**config.mk**
```make
export PLATFORM = sky130hd
export DESIGN_NAME = hbra_top
export DESIGN_NICKNAME = d
export VERILOG_FILES = /design/src/inc/hbra_pkg.sv /design/src/inc/hbra_reg_if.sv /design/src/logic/hbra_sync.sv /design/src/logic/hbra_regfile.sv /design/src/logic/hbra_top.sv
export SDC_FILE = /design/constraint.sdc
export NUM_CORES = 2
export LEC_CHECK = 0
export ABC_AREA = 1
export CAP_MARGIN = 10
export CORE_UTILIZATION = 43
export CTS_BUF_LIST = sky130_fd_sc_hd__clkbuf_4 sky130_fd_sc_hd__clkbuf_8
export DETAILED_ROUTE_END_ITERATION = 10
export DONT_BUFFER_PORTS = 1
export GPL_ROUTABILITY_DRIVEN = 1
export SETUP_SLACK_MARGIN = 0.4
export SLEW_MARGIN = 40
export SYNTH_ARGS = -nofsm -noshare
export SYNTH_HDL_FRONTEND = slang
export SYNTH_SLANG_ARGS = --single-unit
```
**constraint.sdc**
```tcl
create_clock -name CORE_CLK -period 4.5 [get_ports CORE_CLK]
set_clock_uncertainty 0.1 [all_clocks]
set_input_delay 0.225 -clock CORE_CLK [delete_from_list [all_inputs] [get_ports CORE_CLK]]
set_output_delay 0.225 -clock CORE_CLK [all_outputs]
set_load 0.005 [all_outputs]
```
**src/inc/hbra_pkg.sv**
```systemverilog
/*
 * Shared constants, region decode and types for the host bus region access block.
 * Assumes a byte-wide host port and a 20-bit byte address.
 */
package hbra_pkg;

    // ****************************************************************
    // Widths and region decode
    // ****************************************************************
    localparam int ADDR_W = 20;
    localparam int DATA_W = 8;
    localparam int REG_W = 32;
    localparam int MEM_AW = 16;
    localparam int NIB_LSB = 16;
    localparam logic [3:0] NIB_REG = 4'h0;
    localparam logic [3:0] NIB_VCM = 4'h1;
    localparam logic [3:0] NIB_DM = 4'h2;
    localparam logic [3:0] NIB_CM = 4'h4;

    typedef enum logic [2:0] {RG_REG, RG_VCM, RG_DM, RG_CM, RG_RSVD} hbra_region_e;

    // ****************************************************************
    // Register map, byte addresses of each dword
    // ****************************************************************
    localparam int NUM_REGS = 18;
    localparam int IDX_W = 5;
    localparam logic [ADDR_W-1:0] REG_OFFS [NUM_REGS] = '{
        20'h0_0410, 20'h0_0420, 20'h0_0430, 20'h0_0440, 20'h0_0450, 20'h0_0460,
        20'h0_0470, 20'h0_0474, 20'h0_0480, 20'h0_0500, 20'h0_0600, 20'h0_0604,
        20'h0_0608, 20'h0_060C, 20'h0_0610, 20'h0_0614, 20'h0_06FC, 20'h0_0140};
    localparam logic [IDX_W-1:0] IDX_DIAG = 5'h11;
    localparam int VC_EN_BIT = 0;
    localparam logic [REG_W-1:0] REG_RESET = 32'h0000_0000;
    localparam logic [DATA_W-1:0] RSVD_READ = 8'h00;

    // ****************************************************************
    // Timing, figures in ns and derived cycle counts
    // ****************************************************************
    localparam int CLK_PERIOD_NS = 10;
    localparam int T_ACK_MIN_NS = 36;
    localparam int T_RDY_HI_MAX_NS = 72;
    localparam int T_ACK_MAX_NS = 70;
    localparam int ACK_MIN_CYC = (T_ACK_MIN_NS + CLK_PERIOD_NS - 1) / CLK_PERIOD_NS;
    localparam int RDY_MAX_CYC = T_RDY_HI_MAX_NS / CLK_PERIOD_NS;
    localparam int ACK_MAX_CYC = T_ACK_MAX_NS / CLK_PERIOD_NS;
    localparam int CNT_W = 3;
    localparam logic [CNT_W-1:0] CNT_ZERO = 3'h0;
    localparam logic [CNT_W-1:0] CNT_ONE = 3'h1;
    localparam logic [CNT_W-1:0] CNT_LAST = CNT_W'(ACK_MIN_CYC - 1);

    // Region of a host byte address
    function automatic hbra_region_e region_of(input logic [ADDR_W-1:0] a);
        unique case (a[ADDR_W-1:NIB_LSB])
            NIB_REG: region_of = RG_REG;
            NIB_VCM: region_of = RG_VCM;
            NIB_DM: region_of = RG_DM;
            NIB_CM: region_of = RG_CM;
            default: region_of = RG_RSVD;
        endcase
    endfunction

endpackage

```
**src/inc/hbra_reg_if.sv**
```systemverilog
/*
 * Carrier between the access controller and the register file.
 * Assumes both ends run on the core clock.
 */
`timescale 1ns/100ps
interface hbra_reg_if;
    logic [hbra_pkg::ADDR_W-1:0] addr;
    logic [hbra_pkg::DATA_W-1:0] wdata;
    logic we;
    logic [hbra_pkg::DATA_W-1:0] rdata;
    logic vc_en;

    modport ctrl (output addr, output wdata, output we, input rdata, input vc_en);
    modport regs (input addr, input wdata, input we, output rdata, output vc_en);
endinterface

```
**src/logic/hbra_sync.sv**
```systemverilog
/*
 * Two-stage synchroniser for a group of host strobes.
 * Assumes the inputs may change at any time relative to the clock.
 */
`timescale 1ns/100ps
module hbra_sync #(
    parameter int W = 3,
    parameter logic [W-1:0] RST_VAL = '1
) (
    input wire logic clk,
    input wire logic rst,
    input wire logic ce,
    input wire logic [W-1:0] d,
    output logic [W-1:0] q
);
    logic [W-1:0] meta_ff;
    logic [W-1:0] sync_ff;

    // First stage feeds only the second
    always_ff @(posedge clk)
    begin
        if (rst)
        begin
            meta_ff <= RST_VAL;
            sync_ff <= RST_VAL;
        end
        else if (ce)
        begin
            meta_ff <= d;
            sync_ff <= meta_ff;
        end
    end

    assign q = sync_ff;
endmodule

```
**src/logic/hbra_regfile.sv**
```systemverilog
/*
 * Register file of the frame group, pin I/O, interrupt and diagnostic dwords.
 * Assumes byte accesses; the byte lane is the low two address bits.
 */
`timescale 1ns/100ps
module hbra_regfile (
    input wire logic clk,
    input wire logic rst,
    input wire logic ce,
    hbra_reg_if.regs rif
);
    logic [hbra_pkg::REG_W-1:0] regs_ff [hbra_pkg::NUM_REGS];
    logic [hbra_pkg::REG_W-1:0] nxt_regs [hbra_pkg::NUM_REGS];
    logic hit;
    logic [hbra_pkg::IDX_W-1:0] idx;
    logic [1:0] lane;

    // Dword index of an address, with a hit flag in the top bit
    function automatic logic [hbra_pkg::IDX_W:0] index_of(
        input logic [hbra_pkg::ADDR_W-1:0] a);
        index_of = '0;
        for (int i = 0; i < hbra_pkg::NUM_REGS; i++)
        begin
            if ({a[hbra_pkg::ADDR_W-1:2], 2'b00} == hbra_pkg::REG_OFFS[i])
            begin
                index_of = {1'b1, hbra_pkg::IDX_W'(i)};
            end
        end
    endfunction

    // Decode and read; unmapped bytes read as zero
    always_comb
    begin
        {hit, idx} = index_of(rif.addr);
        lane = rif.addr[1:0];
        rif.rdata = hit ? regs_ff[idx][{lane, 3'b000} +: hbra_pkg::DATA_W]
                        : hbra_pkg::RSVD_READ;
    end

    // Byte-lane write
    always_comb
    begin
        nxt_regs = regs_ff;
        if (rif.we && hit)
        begin
            nxt_regs[idx][{lane, 3'b000} +: hbra_pkg::DATA_W] = rif.wdata;
        end
    end

    always_ff @(posedge clk)
    begin
        if (rst)
        begin
            for (int i = 0; i < hbra_pkg::NUM_REGS; i++)
            begin
                regs_ff[i] <= hbra_pkg::REG_RESET;
            end
        end
        else if (ce)
        begin
            regs_ff <= nxt_regs;
        end
    end

    // Diagnostic enable for the virtual channel region, clear after reset
    assign rif.vc_en = regs_ff[hbra_pkg::IDX_DIAG][hbra_pkg::VC_EN_BIT];
endmodule

```
**src/logic/hbra_top.sv**
```systemverilog
/*
 * Host bus region access controller: strobe sync, region decode, memory
 * arbitration and the ready or acknowledge handshake.
 * Assumes a switching engine outside that owns data, virtual channel and
 * connection memory and flags busy data memory slots.
 */
// Behaviour
// - Decode 20-bit address into four regions
// - Synchronise host strobes before acting
// - Register accesses never stall, fixed latency
// - Reserved register reads return zero
// - Connection memory served at once, dedicated slot
// - Data memory granted only behind switching
// - Data memory acknowledge delay is open-ended
// - Virtual channel access blocked until enabled
// - Enabled virtual channel access lowest priority
// - No virtual connections: answer like registers
// - Ready drops once an access begins
// - Ready returns after fixed register latency
// - Acknowledge asserts after fixed register latency
// - Acknowledge releases soon after strobe ends
// - Frame group, pin and interrupt registers mapped
`timescale 1ns/100ps
module hbra_top #(
    parameter int ADDR_W = hbra_pkg::ADDR_W,
    parameter int DATA_W = hbra_pkg::DATA_W
) (
    input wire logic CORE_CLK,
    input wire logic RST,
    input wire logic CE,
    input wire logic ACK_MODE,
    input wire logic HOST_CS_N,
    input wire logic HOST_RD_N,
    input wire logic HOST_WR_N,
    input wire logic [ADDR_W-1:0] HOST_ADDR,
    input wire logic [DATA_W-1:0] HOST_WDATA,
    output logic [DATA_W-1:0] HOST_RDATA,
    output logic HOST_DATA_OE,
    output logic HOST_READY,
    output logic ACK_MODE_TRANSFER_ACK_N,
    input wire logic VC_CONN_PRESENT,
    input wire logic TDM_MEM_BUSY,
    output logic MEM_REQ,
    output logic MEM_VC_SEL,
    output logic MEM_WE,
    output logic [hbra_pkg::MEM_AW-1:0] MEM_ADDR,
    output logic [DATA_W-1:0] MEM_WDATA,
    input wire logic [DATA_W-1:0] MEM_RDATA,
    output logic CM_REQ,
    output logic CM_WE,
    output logic [hbra_pkg::MEM_AW-1:0] CM_ADDR,
    output logic [DATA_W-1:0] CM_WDATA,
    input wire logic [DATA_W-1:0] CM_RDATA
);

    // ****************************************************************
    // Elaboration checks
    // ****************************************************************
    if (ADDR_W != hbra_pkg::ADDR_W)
    begin : g_chk_addr
        $error("Address width must be 20");
    end
    if (DATA_W != hbra_pkg::DATA_W)
    begin : g_chk_data
        $error("Data width must be 8");
    end
    if (hbra_pkg::ACK_MIN_CYC > hbra_pkg::ACK_MAX_CYC ||
        hbra_pkg::ACK_MIN_CYC > hbra_pkg::RDY_MAX_CYC)
    begin : g_chk_time
        $error("Minimum acknowledge latency exceeds its maximum");
    end

    // ****************************************************************
    // Declarations
    // ****************************************************************
    typedef enum logic [1:0] {ST_IDLE, ST_WAIT, ST_HOLD} hbra_state_e;

    hbra_reg_if rif ();

    logic cs_n_s;
    logic rd_n_s;
    logic wr_n_s;
    logic act;
    logic is_wr;
    logic mem_go;
    logic mem_need;
    hbra_pkg::hbra_region_e reg_eff;

    hbra_state_e st_ff;
    hbra_state_e nxt_st;
    logic [hbra_pkg::CNT_W-1:0] cnt_ff;
    logic [hbra_pkg::CNT_W-1:0] nxt_cnt;
    hbra_pkg::hbra_region_e region_ff;
    hbra_pkg::hbra_region_e nxt_region;
    logic wr_ff;
    logic nxt_wr;
    logic done_ff;
    logic nxt_done;
    logic [ADDR_W-1:0] addr_ff;
    logic [ADDR_W-1:0] nxt_addr;
    logic [DATA_W-1:0] wdata_ff;
    logic [DATA_W-1:0] nxt_wdata;
    logic [DATA_W-1:0] rdata_ff;
    logic [DATA_W-1:0] nxt_rdata;

    // ****************************************************************
    // Strobe synchronisation and decode
    // ****************************************************************
    hbra_sync #(
        .W(3),
        .RST_VAL(3'b111)
    ) u_sync (
        .clk(CORE_CLK),
        .rst(RST),
        .ce(CE),
        .d({HOST_CS_N, HOST_RD_N, HOST_WR_N}),
        .q({cs_n_s, rd_n_s, wr_n_s})
    );

    // Ready style: separate read and write strobes; acknowledge style:
    // data strobe on the read pin, read-not-write on the write pin
    always_comb
    begin
        if (ACK_MODE)
        begin
            act = !cs_n_s && !rd_n_s;
        end
        else
        begin
            act = !cs_n_s && (!rd_n_s || !wr_n_s);
        end
        is_wr = !wr_n_s;
    end

    // Effective region of the incoming access
    always_comb
    begin
        reg_eff = hbra_pkg::region_of(HOST_ADDR);
        if (reg_eff == hbra_pkg::RG_VCM && !rif.vc_en)
        begin
            reg_eff = hbra_pkg::RG_RSVD;
        end
    end

    // ****************************************************************
    // Memory arbitration, host at lowest priority
    // ****************************************************************
    always_comb
    begin
        mem_need = (region_ff == hbra_pkg::RG_DM) || (region_ff == hbra_pkg::RG_VCM);
        MEM_REQ = (st_ff == ST_WAIT) && mem_need && !done_ff;
        // Switching owns the slot when busy; with no virtual connections
        // the virtual channel memory has no competing traffic
        mem_go = MEM_REQ && (!TDM_MEM_BUSY ||
                 (region_ff == hbra_pkg::RG_VCM && !VC_CONN_PRESENT));
    end

    assign MEM_VC_SEL = (region_ff == hbra_pkg::RG_VCM);
    assign MEM_WE = wr_ff;
    assign MEM_ADDR = addr_ff[hbra_pkg::MEM_AW-1:0];
    assign MEM_WDATA = wdata_ff;

    // Connection memory uses the dedicated host slot in the first cycle
    assign CM_REQ = (st_ff == ST_WAIT) && (cnt_ff == hbra_pkg::CNT_ZERO)
                    && (region_ff == hbra_pkg::RG_CM);
    assign CM_WE = wr_ff;
    assign CM_ADDR = addr_ff[hbra_pkg::MEM_AW-1:0];
    assign CM_WDATA = wdata_ff;

    // Register file port
    assign rif.addr = addr_ff;
    assign rif.wdata = wdata_ff;
    assign rif.we = (st_ff == ST_WAIT) && (cnt_ff == hbra_pkg::CNT_ZERO)
                    && (region_ff == hbra_pkg::RG_REG) && wr_ff;

    hbra_regfile u_regs (
        .clk(CORE_CLK),
        .rst(RST),
        .ce(CE),
        .rif(rif)
    );

    // ****************************************************************
    // Access sequencer
    // ****************************************************************
    always_comb
    begin
        nxt_st = st_ff;
        nxt_cnt = cnt_ff;
        nxt_region = region_ff;
        nxt_wr = wr_ff;
        nxt_done = done_ff;
        nxt_addr = addr_ff;
        nxt_wdata = wdata_ff;
        nxt_rdata = rdata_ff;
        unique case (st_ff)
            ST_IDLE:
            begin
                if (act)
                begin
                    nxt_st = ST_WAIT;
                    nxt_cnt = hbra_pkg::CNT_ZERO;
                    nxt_region = reg_eff;
                    nxt_wr = is_wr;
                    nxt_done = 1'b0;
                    nxt_addr = HOST_ADDR;
                    nxt_wdata = HOST_WDATA;
                end
            end
            ST_WAIT:
            begin
                if (cnt_ff != hbra_pkg::CNT_LAST)
                begin
                    nxt_cnt = cnt_ff + hbra_pkg::CNT_ONE;
                end
                if (cnt_ff == hbra_pkg::CNT_ZERO)
                begin
                    unique case (region_ff)
                        hbra_pkg::RG_REG: nxt_rdata = rif.rdata;
                        hbra_pkg::RG_CM: nxt_rdata = CM_RDATA;
                        hbra_pkg::RG_RSVD: nxt_rdata = hbra_pkg::RSVD_READ;
                        default: nxt_rdata = rdata_ff;
                    endcase
                end
                if (mem_go)
                begin
                    nxt_done = 1'b1;
                    nxt_rdata = MEM_RDATA;
                end
                // Fixed latency for immediate regions; memory regions also
                // wait for the transfer, however long switching takes
                if (!act)
                begin
                    nxt_st = ST_IDLE;
                end
                else if (cnt_ff == hbra_pkg::CNT_LAST && (!mem_need || done_ff))
                begin
                    nxt_st = ST_HOLD;
                end
            end
            ST_HOLD:
            begin
                if (!act)
                begin
                    nxt_st = ST_IDLE;
                end
            end
        endcase
    end

    always_ff @(posedge CORE_CLK)
    begin
        if (RST)
        begin
            st_ff <= ST_IDLE;
            cnt_ff <= hbra_pkg::CNT_ZERO;
            region_ff <= hbra_pkg::RG_RSVD;
            wr_ff <= 1'b0;
            done_ff <= 1'b0;
            addr_ff <= '0;
            wdata_ff <= '0;
            rdata_ff <= '0;
        end
        else if (CE)
        begin
            st_ff <= nxt_st;
            cnt_ff <= nxt_cnt;
            region_ff <= nxt_region;
            wr_ff <= nxt_wr;
            done_ff <= nxt_done;
            addr_ff <= nxt_addr;
            wdata_ff <= nxt_wdata;
            rdata_ff <= nxt_rdata;
        end
    end

    // ****************************************************************
    // Host handshake outputs
    // ****************************************************************
    // Ready falls as soon as an access is seen and stays low until done
    assign HOST_READY = ACK_MODE ||
                        !((st_ff == ST_IDLE && act) || st_ff == ST_WAIT);
    assign ACK_MODE_TRANSFER_ACK_N = !(ACK_MODE && st_ff == ST_HOLD);
    assign HOST_DATA_OE = (st_ff == ST_HOLD) && !wr_ff;
    assign HOST_RDATA = rdata_ff;

endmodule

```
==> metrics.md <==
| Metric | Value |
|---|---|
| Status | `completed` |
| Ports | `117` |
| PwrDens | `between 300 and 400 nW/um2` |
| Synth Warn # | `0` |
| Nature of the critical path startpoint | `register` |
| Async SR Flop Fraction | `0` |
| Leak | `14.0 nW` |
| Final hold viol count | `0` |
| Die Ht | `~260 um` |
| CTS tree | `yes` |
| Area grow syn2layout | `15.5%` |
| Worst path top cell family by delay | `simple AND/OR/NAND/NOR gates` |
| Post-Syn Area per Cell | `about 7.2 um2` |
| # rows | `95` |
| CTS Buf Count | `between 100 and 150` |
| Clock sinks | `628` |
| Sequential cell area | `around 13000 um2` |
| Detailed placer's ending HPWL | `77.1 mm` |
| Initial core utilization | `0.436` |
| WL final | `~120 mm` |
| Fmax | `around 0.25 GHz` |
| Antenna viol nets, final | `0` |
| Initial DRC count | `around 3500` |
| Worst path slowest cell | `dlygate4sd3_1` |
| Post-Syn Instances | `slightly above 4000` |
| DP Cell Count | `around 4800` |
| Layout cell share with drive strength beyond 1 | `0.130` |
| Seq cells post-synth | `between 600 and 700` |
| Grt ovf | `0` |
| Met3 WL | `11.7 mm` |
| Crit path top cell by count | `nand2_1` |
| DR pass1 iterations | `8` |
| Largest net degree at the start of global routing | `about 160` |
| H-tree depth | `3` |
| First-pass GRT wire length | `about 170 mm` |
| Worst path cell trace | `inv_1 -> nand2_1 -> nor4_1 -> nand4_1 -> buf_4 -> nand2_1 -> nor4_2 -> o311ai_2 -> nand2_4 -> nor2_4 -> nand2_1 -> nor2_1 -> a211oi_1 -> dlygate4sd3_1` |
| Average wire per standard cell | `23.1 um` |
| Initial antenna violation count | `5` |
| Critical path fanouts, max | `14` |
| Crit path DAT | `between 4 and 5 ns` |
| Final net count | `approximately 4200` |
| Root buf cell | `clkbuf_8` |
| Drt via density | `5.74` |
| Setup-failing EPs final | `0` |
| Metal1 wirelength | `between 40 and 50 mm` |
| Fin cells | `about 5100` |
| Core Region | `between 60000 and 70000 um2` |
| Post-Syn Area | `roughly 30000 um2` |
| Setup TNS | `0 ns` |
| Fill count | `about 6600` |
| Placed Instance Area | `approximately 30000 um2` |
| Distinct cells, synth | `52` |
| Worst hold slack | `0.0279 ns` |
| Least-Margin Pin Slew | `slightly below 0.9 ns` |
| Critical Path RT | `between 5 and 6 ns` |
| Final Cycle Share | `0.881` |
| VDD IR-drop max | `roughly 0.00024 V` |
| Critical path type | `register to register` |
| Die W | `about 260 um` |
| Die ar. | `a little under 70000 um2` |
| Residual DRC | `0` |
| Post-synth EDFFs | `0` |
| RSZ-0062 raised after global routing | `true` |
| Vias in the first global route | `between 20000 and 30000` |
| Synthesized Nets | `a little over 4000` |
| Final Wtd Congestion | `0.983` |
| Sequential fraction of the synthesis area | `0.428` |
| Crit path capture type | `register` |
| Total number of vias | `29200` |
| Buf/Inv on CP | `3` |
| Minimum clock period | `about 4.0 ns` |
| Tightest Hold Check Type | `input pin to register` |
| Skew-Pair Late Insertion Delay | `roughly 0.77 ns` |
| Met2 Routed Length | `around 50 mm` |
| Max incr delay on CP | `~0.58 ns` |
| Max Used Layer | `met5` |
| Slew Limit Fails | `0` |
| Max cap viols | `0` |
| Post-synth top flop | `dfxtp_1` |
| CTS max path bufs | `3` |
| GRT Resource Usage Total | `0.331` |
| Max_slew headroom | `0.419` |
| Power consumption | `11.8 mW` |
| Post-route cell area | `between 30000 and 40000 um2` |
| Worst-path clk slew | `roughly 0.060 ns` |
| Multi-input gate area | `approximately 14000 um2` |
| Port buffer count | `0` |
stage by stage:
stage	utilization	setup slack (ns)
floorplan	-	1.60
global placement	0.443	0.426
detailed placement	0.444	0.421
CTS	0.498	0.400
global route	0.503	0.368
finish	0.503	0.537
cells in the mapped netlist, types with 12 or more instances:
master,n,area (um2)
o21ai_1,55,275
nor2_1,364,1370
or2_1,19,119
inv_1,437,1640
a21oi_1,532,2660
buf_2,79,395
o22ai_1,32,200
nor2_4,17,191
o211ai_1,12,90.1
nand3_1,172,861
clkbuf_1,138,518
nand4_1,55,344
nand2_2,23,144
a211oi_2,14,175
nand2_1,529,1990
buf_4,64,480
nor2_2,26,163
o21a_1,34,255
a211oi_1,63,473
a31oi_1,50,313
nand3b_1,25,188
dfxtp_1,628,12600
o21ai_0,518,2590
or2_2,27,169
inv_2,42,158
nor3_1,20,100
cells in the final DEF (no fill, tap or decap), types with 7 or more instances in the layout:
| cell | synthesis | routed |
|---|---|---|
| or2_1 | 19 | 19 |
| o211ai_1 | 12 | 12 |
| buf_12 | 0 | 13 |
| clkbuf_8 | 0 | 145 |
| clkinv_2 | 0 | 20 |
| o21ai_1 | 55 | 55 |
| o21a_1 | 34 | 34 |
| nor2_2 | 26 | 28 |
| a211oi_2 | 14 | 14 |
| nand4_1 | 55 | 55 |
| a21oi_1 | 532 | 531 |
| ha_1 | 11 | 11 |
| or2_2 | 27 | 27 |
| dfxtp_1 | 628 | 618 |
| clkbuf_4 | 0 | 18 |
| inv_2 | 42 | 42 |
| nand2_4 | 9 | 8 |
| nor2_4 | 17 | 20 |
| a31oi_1 | 50 | 50 |
| buf_4 | 64 | 109 |
| o21ai_0 | 518 | 518 |
| dlygate4sd3_1 | 0 | 112 |
| or2_0 | 7 | 7 |
| nor3_1 | 20 | 20 |
| nand3_1 | 172 | 164 |
| nand3b_1 | 25 | 25 |
| dfxtp_2 | 0 | 10 |
| nor2_1 | 364 | 360 |
| nand3_2 | 8 | 15 |
| nand2_1 | 529 | 522 |
| o22ai_1 | 32 | 32 |
| nand2_2 | 23 | 30 |
| a211oi_1 | 63 | 63 |
| inv_1 | 437 | 435 |
metal layers:
layer,track usage,vias up
met5,0,-
met2,0.501,1599
met4,0.170,4
met3,0.0663,323
met1,0.446,13700
li1,-,13600
kinds of logic after synthesis:
kind of cell,count (synthesis),synth area share
compound gates,1325,0.244
simple gates,1321,0.208
buf+inv,784,0.114
flops,628,0.428
fa+ha+maj,11,0.00469
worst paths after layout:
check | start | to | slack, ns | cells past startpoint
max | addr_ff[7] | u_regs.regs_ff[211] | 0.54 | 14
min | ACK_MODE | addr_ff[2] | 0.03 | 7
max reg2reg | addr_ff[7] | u_regs.regs_ff[211] | 0.54 | 14
min reg2reg | u_regs.regs_ff[72] | u_regs.regs_ff[72] | 0.35 | 2
power by group:
group          internal (mW)  switching [mW]
Sequential              5.57          0.0124
Combinational          0.106           0.238
Clock                   3.28            2.58
what timing repair did:
| item | 4_1_cts | 5_1_grt |
|---|---|---|
| hold buffers | 117 | 0 |
| endpoints found under the hold margin | 309 | 0 |
| setup buffers | 0 | 19 |
| setup endpoints to repair | 0 | 71 |
| gates resized for setup | 0 | 32 |
layout make-up:
| cell class | count | area share |
|---|---|---|
| inverters | 487 | 0.0546 |
| repair buffers | 244 | 0.0700 |
| diodes | 1 | 0.0000738 |
| well taps | 873 | 0.0322 |
| clock inverters | 33 | 0.00948 |
| clock buffers | 163 | 0.0628 |
| flip-flops and latches | 628 | 0.371 |
| multi-input cells | 2658 | 0.400 |
worst reg2reg max path, stage by stage, from the launching register on:
cell           delay, ns
dfxtp_2             0.36
inv_1               0.14
nand2_1             0.10
nor4_1              0.26
nand4_1             0.34
buf_4               0.34
nand2_1             0.29
nor4_2              0.09
o311ai_2            0.12
nand2_4             0.18
nor2_4              0.28
nand2_1             0.39
nor2_1              0.22
a211oi_1            0.06
dlygate4sd3_1       0.58
state kept, by name (all words and copies together), names as in the netlist:
| signal | cells |
|---|---|
| done_ff | 1 |
| u_regs.rif.vc_en | 1 |
| HOST_RDATA | 8 |
| addr_ff | 20 |
| u_sync.q | 3 |
| region_ff | 3 |
| u_regs.regs_ff | 575 |
| u_sync.meta_ff | 3 |
| CM_WDATA | 8 |
| CM_WE | 1 |
| cnt_ff | 3 |
| st_ff | 2 |
Power figures use the tool's default switching activity.
